## config.mk

```make
export PLATFORM = sky130hd
export DESIGN_NAME = ext_ctrl_regs
export DESIGN_NICKNAME = d
export VERILOG_FILES = /design/src/hw/ext_regs_pkg.sv /design/src/hw/byte_reg.sv /design/src/hw/color_enhance.sv /design/src/hw/ext_ctrl_regs.sv
export SDC_FILE = /design/constraint.sdc
export NUM_CORES = 1
export LEC_CHECK = 0
export ABC_AREA = 1
export BUFFER_PORTS_ARGS = -buffer_cell sky130_fd_sc_hd__buf_2
export CAP_MARGIN = 20
export CORE_UTILIZATION = 50
export CTS_BUF_LIST = sky130_fd_sc_hd__clkbuf_16
export DETAILED_ROUTE_END_ITERATION = 7
export GPL_ROUTABILITY_DRIVEN = 0
export PLACE_DENSITY = 0.7
export SLEW_MARGIN = 20
export SYNTH_ARGS = -nofsm -noshare
export SYNTH_HDL_FRONTEND = slang
export SYNTH_HIERARCHICAL = 1
export SYNTH_SLANG_ARGS = --single-unit
```

## constraint.sdc

```tcl
create_clock -name ref_clk -period 4.03 [get_ports ref_clk]
set_input_delay 0.403 -clock ref_clk [delete_from_list [all_inputs] [get_ports ref_clk]]
set_output_delay 0.403 -clock ref_clk [all_outputs]
set_load 0.005 [all_outputs]
```

## src/hw/ext_regs_pkg.sv

```systemverilog
// Purpose: shared constants for the extended control register bank
// Assumes: 8-bit indexed host i/o access, one data port with an index register
// Notes: revision codes are parameters of the top module
package ext_regs_pkg;
   localparam logic [15:0] DATA_PORT = 16'h03cf;
   localparam logic [7:0] IDX_BUS_OPTS = 8'ha9;
   localparam logic [7:0] IDX_DESIGN_REV = 8'haa;
   localparam logic [7:0] IDX_MASK_REV = 8'hab;
   localparam logic [7:0] IDX_SCRATCH_FIRST = 8'hba;
   localparam logic [7:0] IDX_SCRATCH_LAST = 8'hbf;
   localparam logic [7:0] IDX_COLOR_CTRL = 8'hc0;
   localparam logic [7:0] IDX_GP_OUT = 8'ha7;
   localparam int SCRATCH_COUNT = 6;
   // writable masks; reserved bits hold zero
   localparam logic [7:0] BUS_OPTS_MASK = 8'h6a;
   localparam logic [7:0] COLOR_CTRL_MASK = 8'h0b;
   localparam logic [7:0] GP_OUT_MASK = 8'h06;
   localparam logic [7:0] RESET_VALUE = 8'h00;
   localparam int GP_OUT_A_BIT = 1;
   localparam int GP_OUT_B_BIT = 2;
   localparam int READ_CACHE_BIT = 1;
   localparam int COMPACT_BIT = 3;
   localparam int TIMING_LO = 5;
   localparam int TIMING_HI = 6;
   localparam int FG_ENH_BIT = 0;
   localparam int BYPASS_BIT = 1;
   localparam int BG_ENH_BIT = 3;
   localparam logic [3:0] COLOR_BLACK = 4'h0;
   localparam logic [3:0] COLOR_DARK_GREY = 4'h8;
   localparam logic [3:0] COLOR_LIGHT_GREY = 4'h7;
   localparam int INTENSITY_BIT = 3;
   // internal host interface delays in sequencer clocks per timing code
   localparam logic [1:0] DELAY_CODE0 = 2'h1;
   localparam logic [1:0] DELAY_CODE1 = 2'h2;
   localparam logic [1:0] DELAY_CODE2 = 2'h3;
   localparam logic [1:0] DELAY_CODE3 = 2'h3;
endpackage

```

## src/hw/byte_reg.sv

```systemverilog
// Purpose: one masked writable 8-bit register
// Assumes: synchronous active-high reset
// Notes: bits outside the mask always read zero
`timescale 1ns/1ps
module byte_reg
   import ext_regs_pkg::*;
#(
   parameter logic [7:0] MASK = 8'hff
) (
   input wire logic ref_clk,
   input wire logic reset,
   input wire logic wr_en,
   input wire logic [7:0] wr_data,
   output logic [7:0] value_q
);
   always_ff @(posedge ref_clk) begin
      if (reset) begin
         value_q <= RESET_VALUE;
      end else if (wr_en) begin
         value_q <= wr_data & MASK;
      end
   end
endmodule

```

## src/hw/color_enhance.sv

```systemverilog
// Purpose: foreground/background enhancement and palette bypass for one pixel
// Assumes: 4-bit colour indices, pixel pipe on the same clock
// Notes: combinational; the caller registers the result
`timescale 1ns/1ps
module color_enhance
   import ext_regs_pkg::*;
(
   input wire logic [7:0] ctrl,
   input wire logic [3:0] fg_in,
   input wire logic [3:0] bg_in,
   output logic [3:0] fg_out,
   output logic [3:0] bg_out,
   output logic use_palette
);
   always_comb begin
      fg_out = fg_in;
      if (ctrl[FG_ENH_BIT] && fg_in != COLOR_BLACK && fg_in != COLOR_DARK_GREY) begin
         fg_out[INTENSITY_BIT] = ~fg_in[INTENSITY_BIT];
      end
      if (ctrl[BG_ENH_BIT]) begin
         bg_out = (fg_in == COLOR_BLACK) ? COLOR_LIGHT_GREY : COLOR_BLACK;
      end else begin
         bg_out = bg_in;
      end
      use_palette = ~ctrl[BYPASS_BIT];
   end
endmodule

```

## src/hw/ext_ctrl_regs.sv

```systemverilog
// Purpose: indexed extended control registers behind host data port
// Assumes: host i/o strobes and address come from pins, sampled twice
// Notes: one access per strobe; index written separately on its own port pin
`timescale 1ns/1ps
module ext_ctrl_regs
   import ext_regs_pkg::*;
#(
   parameter logic [7:0] DESIGN_REV = 8'h5a,  // arbitrary value
   parameter logic [7:0] MASK_REV = 8'h3c     // arbitrary value
) (
   input wire logic ref_clk,
   input wire logic reset,
   input wire logic [15:0] io_addr,
   input wire logic io_wr_n,
   input wire logic io_rd_n,
   input wire logic [7:0] io_wdata,
   input wire logic [7:0] ext_index,
   output logic [7:0] io_rdata,
   output logic io_rdata_oe,
   output logic user_output_a,
   output logic user_output_b,
   output logic [1:0] host_interface_timing,
   output logic [1:0] host_delay_cycles,
   input wire logic [1:0] write_mode,
   output logic compaction_active,
   output logic read_cache_en,
   input wire logic [3:0] fg_color,
   input wire logic [3:0] bg_color,
   output logic [3:0] fg_color_out,
   output logic [3:0] bg_color_out,
   output logic palette_lookup_en
);
   logic [15:0] addr_s1_q, addr_s2_q;
   logic [7:0] wdata_s1_q, wdata_s2_q, index_s1_q, index_s2_q;
   logic [1:0] wr_sync_q, rd_sync_q;
   logic wr_prev_q, rd_prev_q;
   logic wr_pulse, rd_level, port_hit;
   logic [7:0] bus_opts_q, color_ctrl_q, gp_out_q;
   logic [7:0] scratch_q [SCRATCH_COUNT];
   logic [7:0] rd_mux;
   logic [3:0] fg_next, bg_next;
   logic pal_next;

   typedef enum logic [1:0] {IDLE = 2'b00, WRITE = 2'b01, READ = 2'b10} acc_state_t;
   acc_state_t state_q, state_d;

   // pins are asynchronous to ref_clk; two stages before use
   always_ff @(posedge ref_clk) begin
      if (reset) begin
         addr_s1_q <= 16'h0000;
         addr_s2_q <= 16'h0000;
         wdata_s1_q <= 8'h00;
         wdata_s2_q <= 8'h00;
         index_s1_q <= 8'h00;
         index_s2_q <= 8'h00;
         wr_sync_q <= 2'h3;
         rd_sync_q <= 2'h3;
      end else begin
         addr_s1_q <= io_addr;
         addr_s2_q <= addr_s1_q;
         wdata_s1_q <= io_wdata;
         wdata_s2_q <= wdata_s1_q;
         index_s1_q <= ext_index;
         index_s2_q <= index_s1_q;
         wr_sync_q <= {wr_sync_q[0], io_wr_n};
         rd_sync_q <= {rd_sync_q[0], io_rd_n};
      end
   end

   always_ff @(posedge ref_clk) begin
      if (reset) begin
         wr_prev_q <= 1'b1;
         rd_prev_q <= 1'b1;
      end else begin
         wr_prev_q <= wr_sync_q[1];
         rd_prev_q <= rd_sync_q[1];
      end
   end

   assign port_hit = (addr_s2_q == DATA_PORT);
   assign rd_level = port_hit && !rd_sync_q[1];

   always_comb begin
      state_d = IDLE;
      case (state_q)
         IDLE: begin
            if (port_hit && wr_prev_q && !wr_sync_q[1]) begin
               state_d = WRITE;
            end else if (rd_level) begin
               state_d = READ;
            end
         end
         WRITE: state_d = IDLE;
         READ: state_d = rd_level ? READ : IDLE;
         default: state_d = IDLE;
      endcase
   end

   always_ff @(posedge ref_clk) begin
      if (reset) begin
         state_q <= IDLE;
      end else begin
         state_q <= state_d;
      end
   end

   assign wr_pulse = (state_q == WRITE);

   byte_reg #(.MASK(BUS_OPTS_MASK)) u_bus_opts (
      .ref_clk(ref_clk),
      .reset(reset),
      .wr_en(wr_pulse && index_s2_q == IDX_BUS_OPTS),
      .wr_data(wdata_s2_q),
      .value_q(bus_opts_q)
   );

   byte_reg #(.MASK(COLOR_CTRL_MASK)) u_color_ctrl (
      .ref_clk(ref_clk),
      .reset(reset),
      .wr_en(wr_pulse && index_s2_q == IDX_COLOR_CTRL),
      .wr_data(wdata_s2_q),
      .value_q(color_ctrl_q)
   );

   byte_reg #(.MASK(GP_OUT_MASK)) u_gp_out (
      .ref_clk(ref_clk),
      .reset(reset),
      .wr_en(wr_pulse && index_s2_q == IDX_GP_OUT),
      .wr_data(wdata_s2_q),
      .value_q(gp_out_q)
   );

   for (genvar i = 0; i < SCRATCH_COUNT; i++) begin : g_scratch
      byte_reg #(.MASK(8'hff)) u_scr (
         .ref_clk(ref_clk),
         .reset(reset),
         .wr_en(wr_pulse && index_s2_q == IDX_SCRATCH_FIRST + 8'(i)),
         .wr_data(wdata_s2_q),
         .value_q(scratch_q[i])
      );
   end

   always_comb begin
      rd_mux = 8'h00;
      if (index_s2_q >= IDX_SCRATCH_FIRST && index_s2_q <= IDX_SCRATCH_LAST) begin
         rd_mux = scratch_q[3'(index_s2_q - IDX_SCRATCH_FIRST)];
      end else begin
         case (index_s2_q)
            IDX_BUS_OPTS: rd_mux = bus_opts_q;
            IDX_DESIGN_REV: rd_mux = DESIGN_REV;
            IDX_MASK_REV: rd_mux = MASK_REV;
            IDX_COLOR_CTRL: rd_mux = color_ctrl_q;
            IDX_GP_OUT: rd_mux = gp_out_q;
            default: rd_mux = 8'h00;
         endcase
      end
   end

   always_ff @(posedge ref_clk) begin
      if (reset) begin
         io_rdata <= 8'h00;
      end else begin
         io_rdata <= rd_mux;
      end
   end

   // read data is registered every cycle, so it has settled when the read state starts
   assign io_rdata_oe = (state_q == READ);

   always_ff @(posedge ref_clk) begin
      if (reset) begin
         user_output_a <= 1'b0;
         user_output_b <= 1'b0;
      end else begin
         user_output_a <= gp_out_q[GP_OUT_A_BIT];
         user_output_b <= gp_out_q[GP_OUT_B_BIT];
      end
   end

   always_ff @(posedge ref_clk) begin
      if (reset) begin
         host_interface_timing <= 2'h0;
         host_delay_cycles <= DELAY_CODE0;
         compaction_active <= 1'b0;
         read_cache_en <= 1'b0;
      end else begin
         host_interface_timing <= bus_opts_q[TIMING_HI:TIMING_LO];
         case (bus_opts_q[TIMING_HI:TIMING_LO])
            2'h0: host_delay_cycles <= DELAY_CODE0;
            2'h1: host_delay_cycles <= DELAY_CODE1;
            2'h2: host_delay_cycles <= DELAY_CODE2;
            default: host_delay_cycles <= DELAY_CODE3;
         endcase
         compaction_active <= bus_opts_q[COMPACT_BIT] && write_mode[1];
         read_cache_en <= bus_opts_q[READ_CACHE_BIT];
      end
   end

   color_enhance u_color (
      .ctrl(color_ctrl_q),
      .fg_in(fg_color),
      .bg_in(bg_color),
      .fg_out(fg_next),
      .bg_out(bg_next),
      .use_palette(pal_next)
   );

   always_ff @(posedge ref_clk) begin
      if (reset) begin
         fg_color_out <= 4'h0;
         bg_color_out <= 4'h0;
         palette_lookup_en <= 1'b1;
      end else begin
         fg_color_out <= fg_next;
         bg_color_out <= bg_next;
         palette_lookup_en <= pal_next;
      end
   end

   AST_PINS_FOLLOW:
   assert property (@(posedge ref_clk) disable iff (reset)
      ##1 user_output_a == $past(gp_out_q[GP_OUT_A_BIT])
         && user_output_b == $past(gp_out_q[GP_OUT_B_BIT]))
      else $error("output pins do not follow control bits");

   AST_OPTS_WRITE:
   assert property (@(posedge ref_clk) disable iff (reset)
      (wr_pulse && index_s2_q == IDX_BUS_OPTS) |=> bus_opts_q == ($past(wdata_s2_q) & BUS_OPTS_MASK))
      else $error("options write not taken");

   AST_TIMING_CODE:
   assert property (@(posedge ref_clk) disable iff (reset)
      ($past(bus_opts_q[TIMING_HI:TIMING_LO]) == 2'h1) |-> host_delay_cycles == DELAY_CODE1)
      else $error("delay code mismatch");

   AST_COMPACT_OFF:
   assert property (@(posedge ref_clk) disable iff (reset)
      !bus_opts_q[COMPACT_BIT] |=> !compaction_active)
      else $error("compaction with bit clear");

   AST_CACHE_OFF:
   assert property (@(posedge ref_clk) disable iff (reset)
      !bus_opts_q[READ_CACHE_BIT] |=> !read_cache_en)
      else $error("read cache with bit clear");

   AST_DESIGN_REV:
   assert property (@(posedge ref_clk) disable iff (reset)
      (index_s2_q == IDX_DESIGN_REV) |=> io_rdata == DESIGN_REV)
      else $error("design revision wrong");

   AST_MASK_REV:
   assert property (@(posedge ref_clk) disable iff (reset)
      (index_s2_q == IDX_MASK_REV) |=> io_rdata == MASK_REV)
      else $error("mask revision wrong");

   AST_SCRATCH_HOLD:
   assert property (@(posedge ref_clk) disable iff (reset)
      !wr_pulse |=> $stable(scratch_q[0]) && $stable(scratch_q[5]))
      else $error("scratch changed without write");

   AST_BG_ENH:
   assert property (@(posedge ref_clk) disable iff (reset)
      (color_ctrl_q[BG_ENH_BIT] && fg_color == COLOR_BLACK) |=> bg_color_out == COLOR_LIGHT_GREY)
      else $error("background not forced");

   AST_BYPASS:
   assert property (@(posedge ref_clk) disable iff (reset)
      ##1 palette_lookup_en == !$past(color_ctrl_q[BYPASS_BIT]))
      else $error("palette bypass wrong");

   AST_FG_ENH:
   assert property (@(posedge ref_clk) disable iff (reset)
      (color_ctrl_q[FG_ENH_BIT] && fg_color == COLOR_DARK_GREY) |=> fg_color_out == COLOR_DARK_GREY)
      else $error("grey foreground altered");

   AST_TIMING_COPY:
   assert property (@(posedge ref_clk) disable iff (reset)
      ##1 host_interface_timing == $past(bus_opts_q[TIMING_HI:TIMING_LO]))
      else $error("timing field not copied");

   AST_DELAY_CODE2:
   assert property (@(posedge ref_clk) disable iff (reset)
      ($past(bus_opts_q[TIMING_HI:TIMING_LO]) == 2'h2) |-> host_delay_cycles == DELAY_CODE2)
      else $error("delay code two mismatch");

   AST_COMPACT_ON:
   assert property (@(posedge ref_clk) disable iff (reset)
      (bus_opts_q[COMPACT_BIT] && write_mode[1]) |=> compaction_active)
      else $error("compaction missing in modes 2 and 3");

   AST_COMPACT_MODE:
   assert property (@(posedge ref_clk) disable iff (reset)
      !write_mode[1] |=> !compaction_active)
      else $error("compaction outside modes 2 and 3");

   AST_CACHE_ON:
   assert property (@(posedge ref_clk) disable iff (reset)
      bus_opts_q[READ_CACHE_BIT] |=> read_cache_en)
      else $error("read cache not enabled");

   AST_SCRATCH_WRITE:
   assert property (@(posedge ref_clk) disable iff (reset)
      (wr_pulse && index_s2_q == IDX_SCRATCH_LAST)
      |=> scratch_q[SCRATCH_COUNT - 1] == $past(wdata_s2_q))
      else $error("last scratch write not taken");

   AST_BG_ZERO:
   assert property (@(posedge ref_clk) disable iff (reset)
      (color_ctrl_q[BG_ENH_BIT] && fg_color != COLOR_BLACK) |=> bg_color_out == COLOR_BLACK)
      else $error("background not forced to zero");

   AST_FG_FLIP:
   assert property (@(posedge ref_clk) disable iff (reset)
      (color_ctrl_q[FG_ENH_BIT] && fg_color != COLOR_BLACK && fg_color != COLOR_DARK_GREY)
      |=> fg_color_out[INTENSITY_BIT] != $past(fg_color[INTENSITY_BIT]))
      else $error("foreground intensity not flipped");

   AST_RESET_CLEAR:
   assert property (@(posedge ref_clk) reset |=> bus_opts_q == RESET_VALUE
      && color_ctrl_q == RESET_VALUE && scratch_q[2] == RESET_VALUE)
      else $error("reset did not clear");
endmodule

```

---- Yosys cells after proc, flatten, opt, wreduce, memory -nomap -nowiden ----
Cells that the tools add are included.
operators by class
  divide/modulo/power cells ............... 0
  bitwise gates (word level) .............. 3
  multiply operators ...................... 0
  shifts and indexed selects .............. 0
  equality and inequality tests ........... 16
  magnitude comparators ................... 3
  reduce and logical (&&, ||, !) cells .... 22
  $add $sub $neg .......................... 1
  mux-type cells .......................... 12
operators with widths
  cell                    count
  $eq A8 B8 Y1 const B    11
  $pmux W7 S5             1
  $bmux W8 S3             1
  $mux W8                 3
  $eq A16 B10 Y1 const B  1
  $logic_and A1 B1 Y1     16
  $ge A8 B8 Y1 const B    1
  $le A8 B8 Y1 const B    1
  $pmux W2 S2             2
  $eq A2 B1 Y1 const B    2
  $ge A4 B4 Y1 const B    1
  $logic_not A2 Y1        2
  $logic_not A4 Y1        1
  $mux W2                 2
  $mux W4                 1
  $ne A4 B4 Y1 const B    1
  $not A3 Y4              1
  $reduce_bool A4 Y1      1
  $mux W3                 1
  $sub A3 B2 Y3 const B   1
  $eq A2 B2 Y1 const B    1
  $logic_not A1 Y1        2
  $not A1 Y1              2
  $mux W1                 1
word-level totals
  output and inout port bits .............. 26
  ROM bits ................................ 0
  memories ................................ 0
  input bits .............................. 46
  bits in latches ......................... 0
  register bits ........................... 153
  word-level logic and storage cells ...... 86
  bits in writable memories ............... 0

---- Depth between registers and ports, before layout ----
Gate-level depths: netlist of run 1.
  depth after elaboration ................. 6
  mapped depth ............................ 11
  depth with buffers taken out ............ 8

---- Cells and area by module ----
Netlist of run 1, hierarchy kept.
by module, submodules not included
  module                              area an instance (µm²)  cells an instance  sequential area each (µm²)  instances
  ext_ctrl_regs                       3747.3                  525                1921.8                      1
  byte_reg at g_scratch[0].u_scr ...  341.6                   51                 160.2                       6
  byte_reg at u_bus_opts              206.4                   31                 80.1                        1
  byte_reg at u_color_ctrl            161.4                   25                 60.1                        1
  byte_reg at u_gp_out                130.1                   20                 40.0                        1
  color_enhance                       100.1                   22                 0.0                         1

---- Worst setup path before layout of run 1 ----
Ideal clock, no wire load.
  kind .................................... register to register
  start ................................... register index_s2_q[1]
  end ..................................... register g_scratch[0].u_scr.value_q[6]
  data required time ...................... 3.916 ns
  data arrival time ....................... 1.355 ns
  path buffers ............................ 4
  setup slack ............................. 2.561 ns
  stages on the path, launching flop included .. 12
  path through ............................ dfxtp_1 -> buf_6 -> inv_2 -> buf_6 -> nor2_2 -> inv_1 -> nor3_1 -> buf_6 -> buf_6 -> nand2_1 -> nand2_1 -> nor2_2
on the way
  cells in the longest elaborated chain, start to end .. 2
ends and longest elaborated chain
  what                    line                  RTL
  start, declared         ext_ctrl_regs.sv:34   logic [7:0] wdata_s1_q, wdata_s2_q, index_s1_q, index_s2_q;
  start signal, assigned  ext_ctrl_regs.sv:64   index_s2_q <= index_s1_q;
  $eq A8 B8 Y1            ext_ctrl_regs.sv:137  .wr_en(wr_pulse && index_s2_q == IDX_SCRATCH_FIRST + 8'(i)),
  $logic_and A1 B1 Y1     ext_ctrl_regs.sv:137
  end signal, assigned    byte_reg.sv:20        value_q <= wr_data & MASK;
  end, declared           byte_reg.sv:14        output logic [7:0] value_q
Every way passes these cells.
A chain may end at the register's enable or synchronous reset.

---- Worst setup path after layout of run 1 ----
  start ................................... register index_s2_q[1]
  end ..................................... register g_scratch[4].u_scr.value_q[3]
on the way
  cells in the longest elaborated chain, start to end .. 2
ends and longest elaborated chain
  what                  line
  $eq A8 B8 Y1          ext_ctrl_regs.sv:137
  $logic_and A1 B1 Y1   ext_ctrl_regs.sv:137
  end signal, assigned  byte_reg.sv:20
  end, declared         byte_reg.sv:14
Every way passes these cells.

==> flow_summary.toml, run 1 <==
[cts]
cts_tree = "done"
cts_buffers = 17
cts_root_buffer = "clkbuf_16"
clk_pin_slew_ns = 0.06
clkLatencyLatePin_ns = 0.42
cts_resized = 0
cts.sinks = 153
cts-htree-levels = 4
postCtsHoldBufs = 0
cts_buffer_depth = 2
postCtsSetupRepairBufs = 0

[sta]
rsz0062_at_grt = "no"
fin_ws_ns = 1.76
slew-limit-headroom_pct = 26.7
min_period_ns = 2.27
tns_ns = 0
finalHoldViolCount = 0
period_share_pct = 56.2
finalSetupViolCount = 0
final_max_slew_viol_count = 0
tightestPinTransition_ns = 1.10
skew_ns = 0.00990
whs_ns = 0.161
fmax_ghz = 0.441

[final_layout]
final_cell_mix = "nor2_1 (227), nand2_1 (222), inv_1 (160)"
synthToLayoutAreaGrowth_pct = 13.6
layout_commonest_cell = "nor2_1"
utilization_pct = 59.2
drive_above_1_share_pct = 14.2
finalNonFillerCells = 1163
finalNetCount = 1029
antennaDiodeCount = 0

[detailed_routing]
drtPass1Iterations = 4
wl_mm = 12.0
met1Wirelength_mm = 5.84
drtIter0Drc = 279
viasPerCell = 4.26
num_vias = 4958
top_layer = "met4"
dr_wl_met3_um = 593
wl_per_cell_um = 10.3
drc_errors = 0
dr_wl_met2_mm = 5.33
drtAntennaViolNets = 0

[floorplanning]
die_height_um = 115
initial_core_util_pct = 52.2
row_count = 40
fp.coreArea_sq_um = 12300
dieArea_sq_um = 13200
ios = 72
dieWidth_um = 115

[worst_setup_path]
slowest_stage = "nor2_1"
cp_data_required_time_ns = 4.35
crit_path_max_incr_delay_ns = 0.84
end_kind = "register"
crit_family = "simple AND/OR/NAND/NOR gates"
crit_arrival_ns = 2.59
crit_fanout = 27
path_buf_inv = 3
path_class = "reg2reg"
critPathLaunchType = "register"
crit_chain = "buf_4 > inv_2 > nor2_2 > inv_1 > nor2_1 > nand2_1 > nand2_1 > nor2_1"

[global_routing]
grt_antenna_before_repair = 0
gr-usage-all-layers_pct = 20.0
grt_pass1_vias = 4425
grt_max_degree = 75
grt_pass1_wl_mm = 20.4
globalRouteOverflowTotal = 0

[placed_design]
placed_cells = 1132
numPortBuffers = 70
dp_hpwl_mm = 7.78
pre_cts_slack_ns = 1.82

[synth]
syn-mean-instance-area_sq_um = 6.88
seq_area_frac_synth_pct = 47.9
yosys_warnings = 6
syn_area_sq_um = 6390
ys_seq_elements = 153
synthCells = 929
synth_cell_types = 21

[status]
status = "finished, final reports clean"

[pwr]
leakage_nw = 3.47
ir_worst_vdd_v = 0.000296
power.density_nw_per_um2 = 465

[min_path]
hp-class = "in2reg"

[job]
max-cap-violations = 0
## report_power, final
part	total [mW]	switching [mW]	internal (mW)
sequential	1.57	0.0195	1.55
clock	1.66	0.626	1.04
combinational	0.147	0.0920	0.0552
## worst reg2reg max path, stage by stage (launching register included)
cell and delay [ns]:
dfxtp_1 0.32, buf_4 0.30, inv_2 0.19, nor2_2 0.16, inv_1 0.08, nor2_1 0.84, nand2_1 0.14, nand2_1 0.09
nor2_1 0.05
## Yosys cell counts, drive strengths merged
master,instances,area [sq um]
dfxtp,153,3060
buf,43,368
or2,6,37.5
nand2,232,901
nor3,4,20.0
nor2,242,975
conb,3,11.3
a21oi,7,35.0
nand3,60,300
clkbuf,10,37.5
nand4,3,18.8
nor4,2,12.5
inv,164,616
## registers in the layout, indices dropped and copies added (netlist names), 2 cells and up
signal	cells
g_scratch.u_scr/value_q	48
addr_s1_q	16
addr_s2_q	16
index_s1_q	8
index_s2_q	8
io_rdata	8
wdata_s1_q	8
wdata_s2_q	8
bg_color_out	4
fg_color_out	4
u_bus_opts/value_q	4
u_color_ctrl/value_q	3
host_delay_cycles	2
host_interface_timing	2
rd_sync_q	2
state_q	2
u_gp_out/value_q	2
wr_sync_q	2
## final cells by class
type / instances / area [sq um]
inverters: 164 / 616
multi-input cells: 571 / 2360
well taps: 168 / 210
clock inverters: 14 / 195
flip-flops and latches: 153 / 3060
fillers: 1151 / 5000
repair buffers: 76 / 398
clock buffers: 17 / 425
## metrics by stage
step           power, mW  instance area (sq um)
2_1_floorplan       1.71                   6440
3_3_place_gp        1.75                   6640
3_5_place_dp        1.75                   6640
4_1_cts             3.41                   7260
5_1_grt             3.50                   7260
6_report            3.38                   7260
## kinds of logic after synthesis
logic type,after synthesis,share of synthesized area [%]
and+or+nand+nor,549,35.4
DFF,153,47.9
other,3,0.176
AOI/OAI and AO/OA,7,0.548
buffers and inverters,217,16.0
## metal layers
layer  vias to the layer above  GRT usage (%)
li1                       2767              -
met1                      2066           27.0
met2                       109           31.0
met3                        16           4.74
met4                         0           7.53
met5                         -              0
## worst paths after layout
path                                     from                             to  slack [ns]  cells past startpoint
worst max-delay path            index_s2_q[1]  g_scratch[4].u_scr/value_q[3]        1.76                      8
worst min-delay path                  io_rd_n                   rd_sync_q[0]        0.16                      2
worst max register to register  index_s2_q[1]  g_scratch[4].u_scr/value_q[3]        1.76                      8
worst min register to register  addr_s1_q[14]                  addr_s2_q[14]        0.40                      2
(Power assumes the default switching activity.)
==> inputs of run 2 (changes only) <==
--- a/config.mk
+++ b/config.mk
@@ -12,7 +12,7 @@
 export CTS_BUF_LIST = sky130_fd_sc_hd__clkbuf_16
 export DETAILED_ROUTE_END_ITERATION = 7
 export GPL_ROUTABILITY_DRIVEN = 0
-export PLACE_DENSITY = 0.7
+export PLACE_DENSITY = 0.73
 export SLEW_MARGIN = 20
 export SYNTH_ARGS = -nofsm -noshare
 export SYNTH_HDL_FRONTEND = slang
==> constraint.sdc (replaced) <==
create_clock -name ref_clk -period 2 [get_ports ref_clk]
set_input_delay 0.2 -clock ref_clk [delete_from_list [all_inputs] [get_ports ref_clk]]
set_output_delay 0.2 -clock ref_clk [all_outputs]
set_load 0.005 [all_outputs]
==> run 2 against run 1 <==
  * Final cell count is 4.1% higher
  * Die area is the same
  * Final area grew 5.2%
  * Critical path depth down 1
  * Utilization grew 3.1 points
  * Power increased by 92%
  * Clock-buffer cell count did not move
  * Largest cell class unchanged
  * Largest power group is now registers
==> flow_summary.toml, run 2 (synthesis gave the netlist of run 1 again) <==
[cts]
clk_pin_slew_ns = 0.06
clkLatencyLatePin_ns = 0.43
cts_tree = "done"
cts-htree-levels = 4
cts.sinks = 153
cts_buffer_depth = 2
cts_root_buffer = "clkbuf_16"
cts_buffers = 17

[global_routing]
grt_pass1_vias = 4825
grt_pass1_wl_mm = 22.1
globalRouteOverflowTotal = 0
grt_max_degree = 50
grt_antenna_before_repair = 0
gr-usage-all-layers_pct = 21.6

[sta]
tns_ns = 0
min_period_ns = 1.64
period_share_pct = 81.9
finalSetupViolCount = 0
tightestPinTransition_ns = 0.538
fmax_ghz = 0.610
slew-limit-headroom_pct = 64.1
skew_ns = 0.00890
final_max_slew_viol_count = 0
finalHoldViolCount = 0
rsz0062_at_grt = "no"

[worst_setup_path]
crit_chain = "buf_4 > nor2_2 > inv_1 > nand3_1 > nor2_1 > nand2_1 > a21oi_1"
cp_data_required_time_ns = 2.34
path_buf_inv = 2
crit_arrival_ns = 1.98
crit_family = "simple AND/OR/NAND/NOR gates"
crit_fanout = 16
path_class = "reg2reg"
critPathLaunchType = "register"
crit_path_max_incr_delay_ns = 0.37
slowest_stage = "dfxtp_1"
end_kind = "register"

[pwr]
power.total_mw = 6.50
leakage_nw = 3.65
ir_worst_vdd_v = 0.000649
power.density_nw_per_um2 = 850

[final_layout]
final_cell_mix = "nor2_1 (227), nand2_1 (222), inv_1 (162)"
seq_area_sq_um = 3060
finalNetCount = 1076
regMostFlops = "g_scratch.u_scr/value_q"
drive_above_1_share_pct = 14.3
antennaDiodeCount = 0
multi_input_area_sq_um = 2360
largest_reg_flops = 48
synthToLayoutAreaGrowth_pct = 19.5
fill_cells = 1054
layout_commonest_cell = "nor2_1"
top_regs = "g_scratch.u_scr/value_q: 48 flops, addr_s1_q: 16 flops, addr_s2_q: 16 flops"

[job]
max-cap-violations = 0

[floorplanning]
row_count = 40
fp.coreArea_sq_um = 12300
initial_core_util_pct = 52.2
ios = 72
dieWidth_um = 115
dieArea_sq_um = 13200
die_height_um = 115

[detailed_routing]
drtIter0Drc = 330
num_vias = 5241
drc_errors = 0
wl_per_cell_um = 10.7
drtPass1Iterations = 5
viasPerCell = 4.33
drtAntennaViolNets = 0
wl_mm = 12.9

[placed_design]
numPortBuffers = 70
dp_hpwl_mm = 8.26

[status]
status = "finished, final reports clean"

[min_path]
hp-class = "in2reg"
run 2: final timing paths:
kind,from,to,slack [ns],cells after the start
hold / removal,bg_color[3],bg_color_out[3],0.06,5
setup reg to reg,index_s2_q[1],io_rdata[2],0.36,7
setup / recovery,index_s2_q[1],io_rdata[2],0.36,7
hold reg to reg,wdata_s1_q[6],wdata_s2_q[6],0.40,2
run 2: final cells by class:
type,count,area share (%)
Multi-Input combinational cell,571,30.8
Sequential cell,153,40.1
Clock inverter,15,1.65
Tap cell,168,2.75
Clock buffer,17,5.57
Timing Repair Buffer,123,11.1
Inverter,164,8.06
run 2: per-layer routing:
| layer | vias up | part of all wire [%] | track usage (%) |
|---|---|---|---|
| met4 | 0 | 2.2 | 10.4 |
| met2 | 122 | 46 | 34.5 |
| met1 | 2233 | 47 | 27.7 |
| met5 | - | 0 | 0 |
| met3 | 24 | 4.8 | 4.74 |
| li1 | 2862 | - | - |
run 2: power breakdown:
part	total, mW	switching, mW	internal [mW]
combinational	0.366	0.203	0.163
sequential	3.16	0.0416	3.12
clock	2.97	1.26	1.71
run 2: timing repair:
item                                    in CTS  in global routing
hold buffers                                38                  0
gates resized for setup                      0                  0
buffers inserted                             0                  0
endpoints found under the setup margin       0                  0
hold endpoints to repair                    38                  0
run 2: tightest hold or removal path, stage by stage:
cell    delay [ns]
buf_2         0.10
inv_1         0.04
nor2_1        0.03
inv_1         0.04
nor2_1        0.03
run 2: through the flow:
stage	std cells	worst slack, ns	utilization (%)	cell area, sq um	hold WS [ns]
4_1_cts	1211	0.378	62.3	7640	0.0470
3_3_place_gp	1141	0.439	54.7	6710	0.382
3_5_place_dp	1141	0.395	54.7	6710	0.384
2_1_floorplan	941	0.531	-	6440	0.304
6_report	1211	0.362	62.3	7640	0.0609
5_1_grt	1211	0.211	62.3	7640	0.0970
==> inputs of run 3 (changes only) <==
--- a/config.mk
+++ b/config.mk
@@ -12,7 +12,7 @@
 export CTS_BUF_LIST = sky130_fd_sc_hd__clkbuf_16
 export DETAILED_ROUTE_END_ITERATION = 7
 export GPL_ROUTABILITY_DRIVEN = 0
-export PLACE_DENSITY = 0.73
+export PLACE_DENSITY = 0.7
 export SLEW_MARGIN = 20
 export SYNTH_ARGS = -nofsm -noshare
 export SYNTH_HDL_FRONTEND = slang
==> constraint.sdc (replaced) <==
create_clock -name ref_clk -period 1.7 [get_ports ref_clk]
set_input_delay 0.17 -clock ref_clk [delete_from_list [all_inputs] [get_ports ref_clk]]
set_output_delay 0.17 -clock ref_clk [all_outputs]
set_load 0.005 [all_outputs]
==> run 3 against run 2 <==
  * Sequential share of layout area shrank 0.37 points
  * Sequential power increased by 18%
  * Final area increased by 0.98%
  * Hold slack worse by 0.029 ns
  * Highest routed layer unchanged
  * Critical path type unchanged
==> flow_summary.toml, run 3 (synthesis gave the netlist of run 1 again) <==
[worst_setup_path]
cp_data_required_time_ns = 2.04
end_kind = "register"
path_class = "reg2reg"
critPathLaunchType = "register"
crit_arrival_ns = 1.86
crit_fanout = 17

[final_layout]
antennaDiodeCount = 0
top_regs = "g_scratch.u_scr/value_q: 48 flops, addr_s1_q: 16 flops, addr_s2_q: 16 flops"
final_area_sq_um = 7720
final_cell_mix = "nor2_1 (226), nand2_1 (222), inv_1 (160)"
layout_commonest_cell = "nor2_1"
drive_above_1_share_pct = 15.4
regMostFlops = "g_scratch.u_scr/value_q"
utilization_pct = 62.9
finalNetCount = 1083
synthToLayoutAreaGrowth_pct = 20.7
largest_reg_flops = 48

[min_path]
hp-class = "in2reg"

[global_routing]
gr-usage-all-layers_pct = 22.0
grt_antenna_before_repair = 0
globalRouteOverflowTotal = 0
grt_pass1_vias = 4834
grt_max_degree = 42
grt_pass1_wl_mm = 22.3

[sta]
whs_ns = 0.0321
slew-limit-headroom_pct = 62.2
skew_ns = 0.00609
fmax_ghz = 0.658
final_max_slew_viol_count = 0
finalHoldViolCount = 0
fin_ws_ns = 0.180
min_period_ns = 1.52
tightestPinTransition_ns = 0.566
finalSetupViolCount = 0
period_share_pct = 89.4

[pwr]
p_clk_share_pct = 45.8
p_sw_share_pct = 24.5
p_comb_share_pct = 5.7
power.density_nw_per_um2 = 996
power.total_mw = 7.69
p_int_mw = 5.80
leakage_nw = 3.69
pwr-share-seq_pct = 48.5
p_switching_mw = 1.89
ir_worst_vdd_v = 0.000745

[cts]
cts_buffers = 17
cts_tree = "done"
clk_pin_slew_ns = 0.06
clkLatencyLatePin_ns = 0.42
cts-htree-levels = 4
cts_buffer_depth = 2
cts_root_buffer = "clkbuf_16"
cts.sinks = 153
postCtsSetupRepairBufs = 0

[floorplanning]
dieArea_sq_um = 13200
dieWidth_um = 115
die_height_um = 115
fp.coreArea_sq_um = 12300
initial_core_util_pct = 52.2
ios = 72
row_count = 40

[detailed_routing]
drtPass1Iterations = 5
wl_mm = 13.3
wl_per_cell_um = 10.9
drc_errors = 0
viasPerCell = 4.29
drtIter0Drc = 269
num_vias = 5220
drtAntennaViolNets = 0

[status]
status = "finished, final reports clean"

[job]
max-cap-violations = 0

[placed_design]
post_dp_cell_area_sq_um = 6760
dp_hpwl_mm = 8.49
pre_cts_slack_ns = 0.152
numPortBuffers = 70
## run 3: cell count changes in the layout (fill, tap and decap cells not counted)
cell       previous run  this run
dfxtp_2               0         1
dfxtp_1             153       152
inv_6                 5         4
inv_1               162       160
buf_6                 0         2
nand3_1              60        59
nor2_2               11        12
clkinv_1              1         0
buf_4                16        21
nand3_2               0         1
bufinv_16             1         0
inv_8                 0         5
nor2_1              227       226
## run 3: per-stage QoR
| step | TNS (ns) | instances |
|---|---|---|
| 2_1_floorplan | 0 | 941 |
| 3_3_place_gp | 0 | 1148 |
| 3_5_place_dp | 0 | 1148 |
| 4_1_cts | 0 | 1218 |
| 5_1_grt | -0.00709 | 1218 |
| 6_report | 0 | 1218 |
## run 3: layer usage
layer | part of all wire (%) | wire (um) | GRT usage, %
met1 | 48 | 6370 | 28.4
met2 | 46 | 6090 | 35.7
met3 | 4.9 | 651 | 5.69
met4 | 1.2 | 163 | 8.05
met5 | 0 | 0 | 0
## run 3: power by group through the flow
stage | clock network, mW | logic [mW] | registers, mW
2_1_floorplan | 0 | 0.281 | 3.78
5_1_grt | 3.76 | 0.501 | 3.73
3_5_place_dp | 0 | 0.362 | 3.80
4_1_cts | 3.59 | 0.430 | 3.72
6_report | 3.52 | 0.438 | 3.72
3_3_place_gp | 0 | 0.358 | 3.80
## run 3: cell type report
cell class	count	area, sq um
clock buffers	17	425
clock inverters	15	133
fillers	1084	4540
inverters	164	616
multi-input cells	571	2360
flip-flops and latches	153	3060
well taps	168	210
repair buffers	130	906
## run 3: repair_timing
item                                    CTS  global route
hold buffers                             38             0
resized for setup                         0             5
endpoints found under the hold margin    38             0
endpoints found under the setup margin    0            21
## run 3: path summary, 6_finish.rpt
| check | start | slack [ns] | depth (start not counted) | to |
|---|---|---|---|---|
| max | index_s2_q[1] | 0.18 | 8 | io_rdata[2] |
| min | bg_color[3] | 0.03 | 5 | bg_color_out[3] |
| max reg2reg | index_s2_q[1] | 0.18 | 8 | io_rdata[2] |
| min reg2reg | index_s1_q[1] | 0.40 | 2 | index_s2_q[1] |
## run 3: critical path, cell delays in order, from the launching register on
cell and delay, ns:
dfxtp_1 0.45, buf_6 0.22, nor2_2 0.08, nor2_4 0.13, buf_4 0.19, nor2_1 0.06, nor2_1 0.09, nand2_1 0.06
a21oi_1 0.17
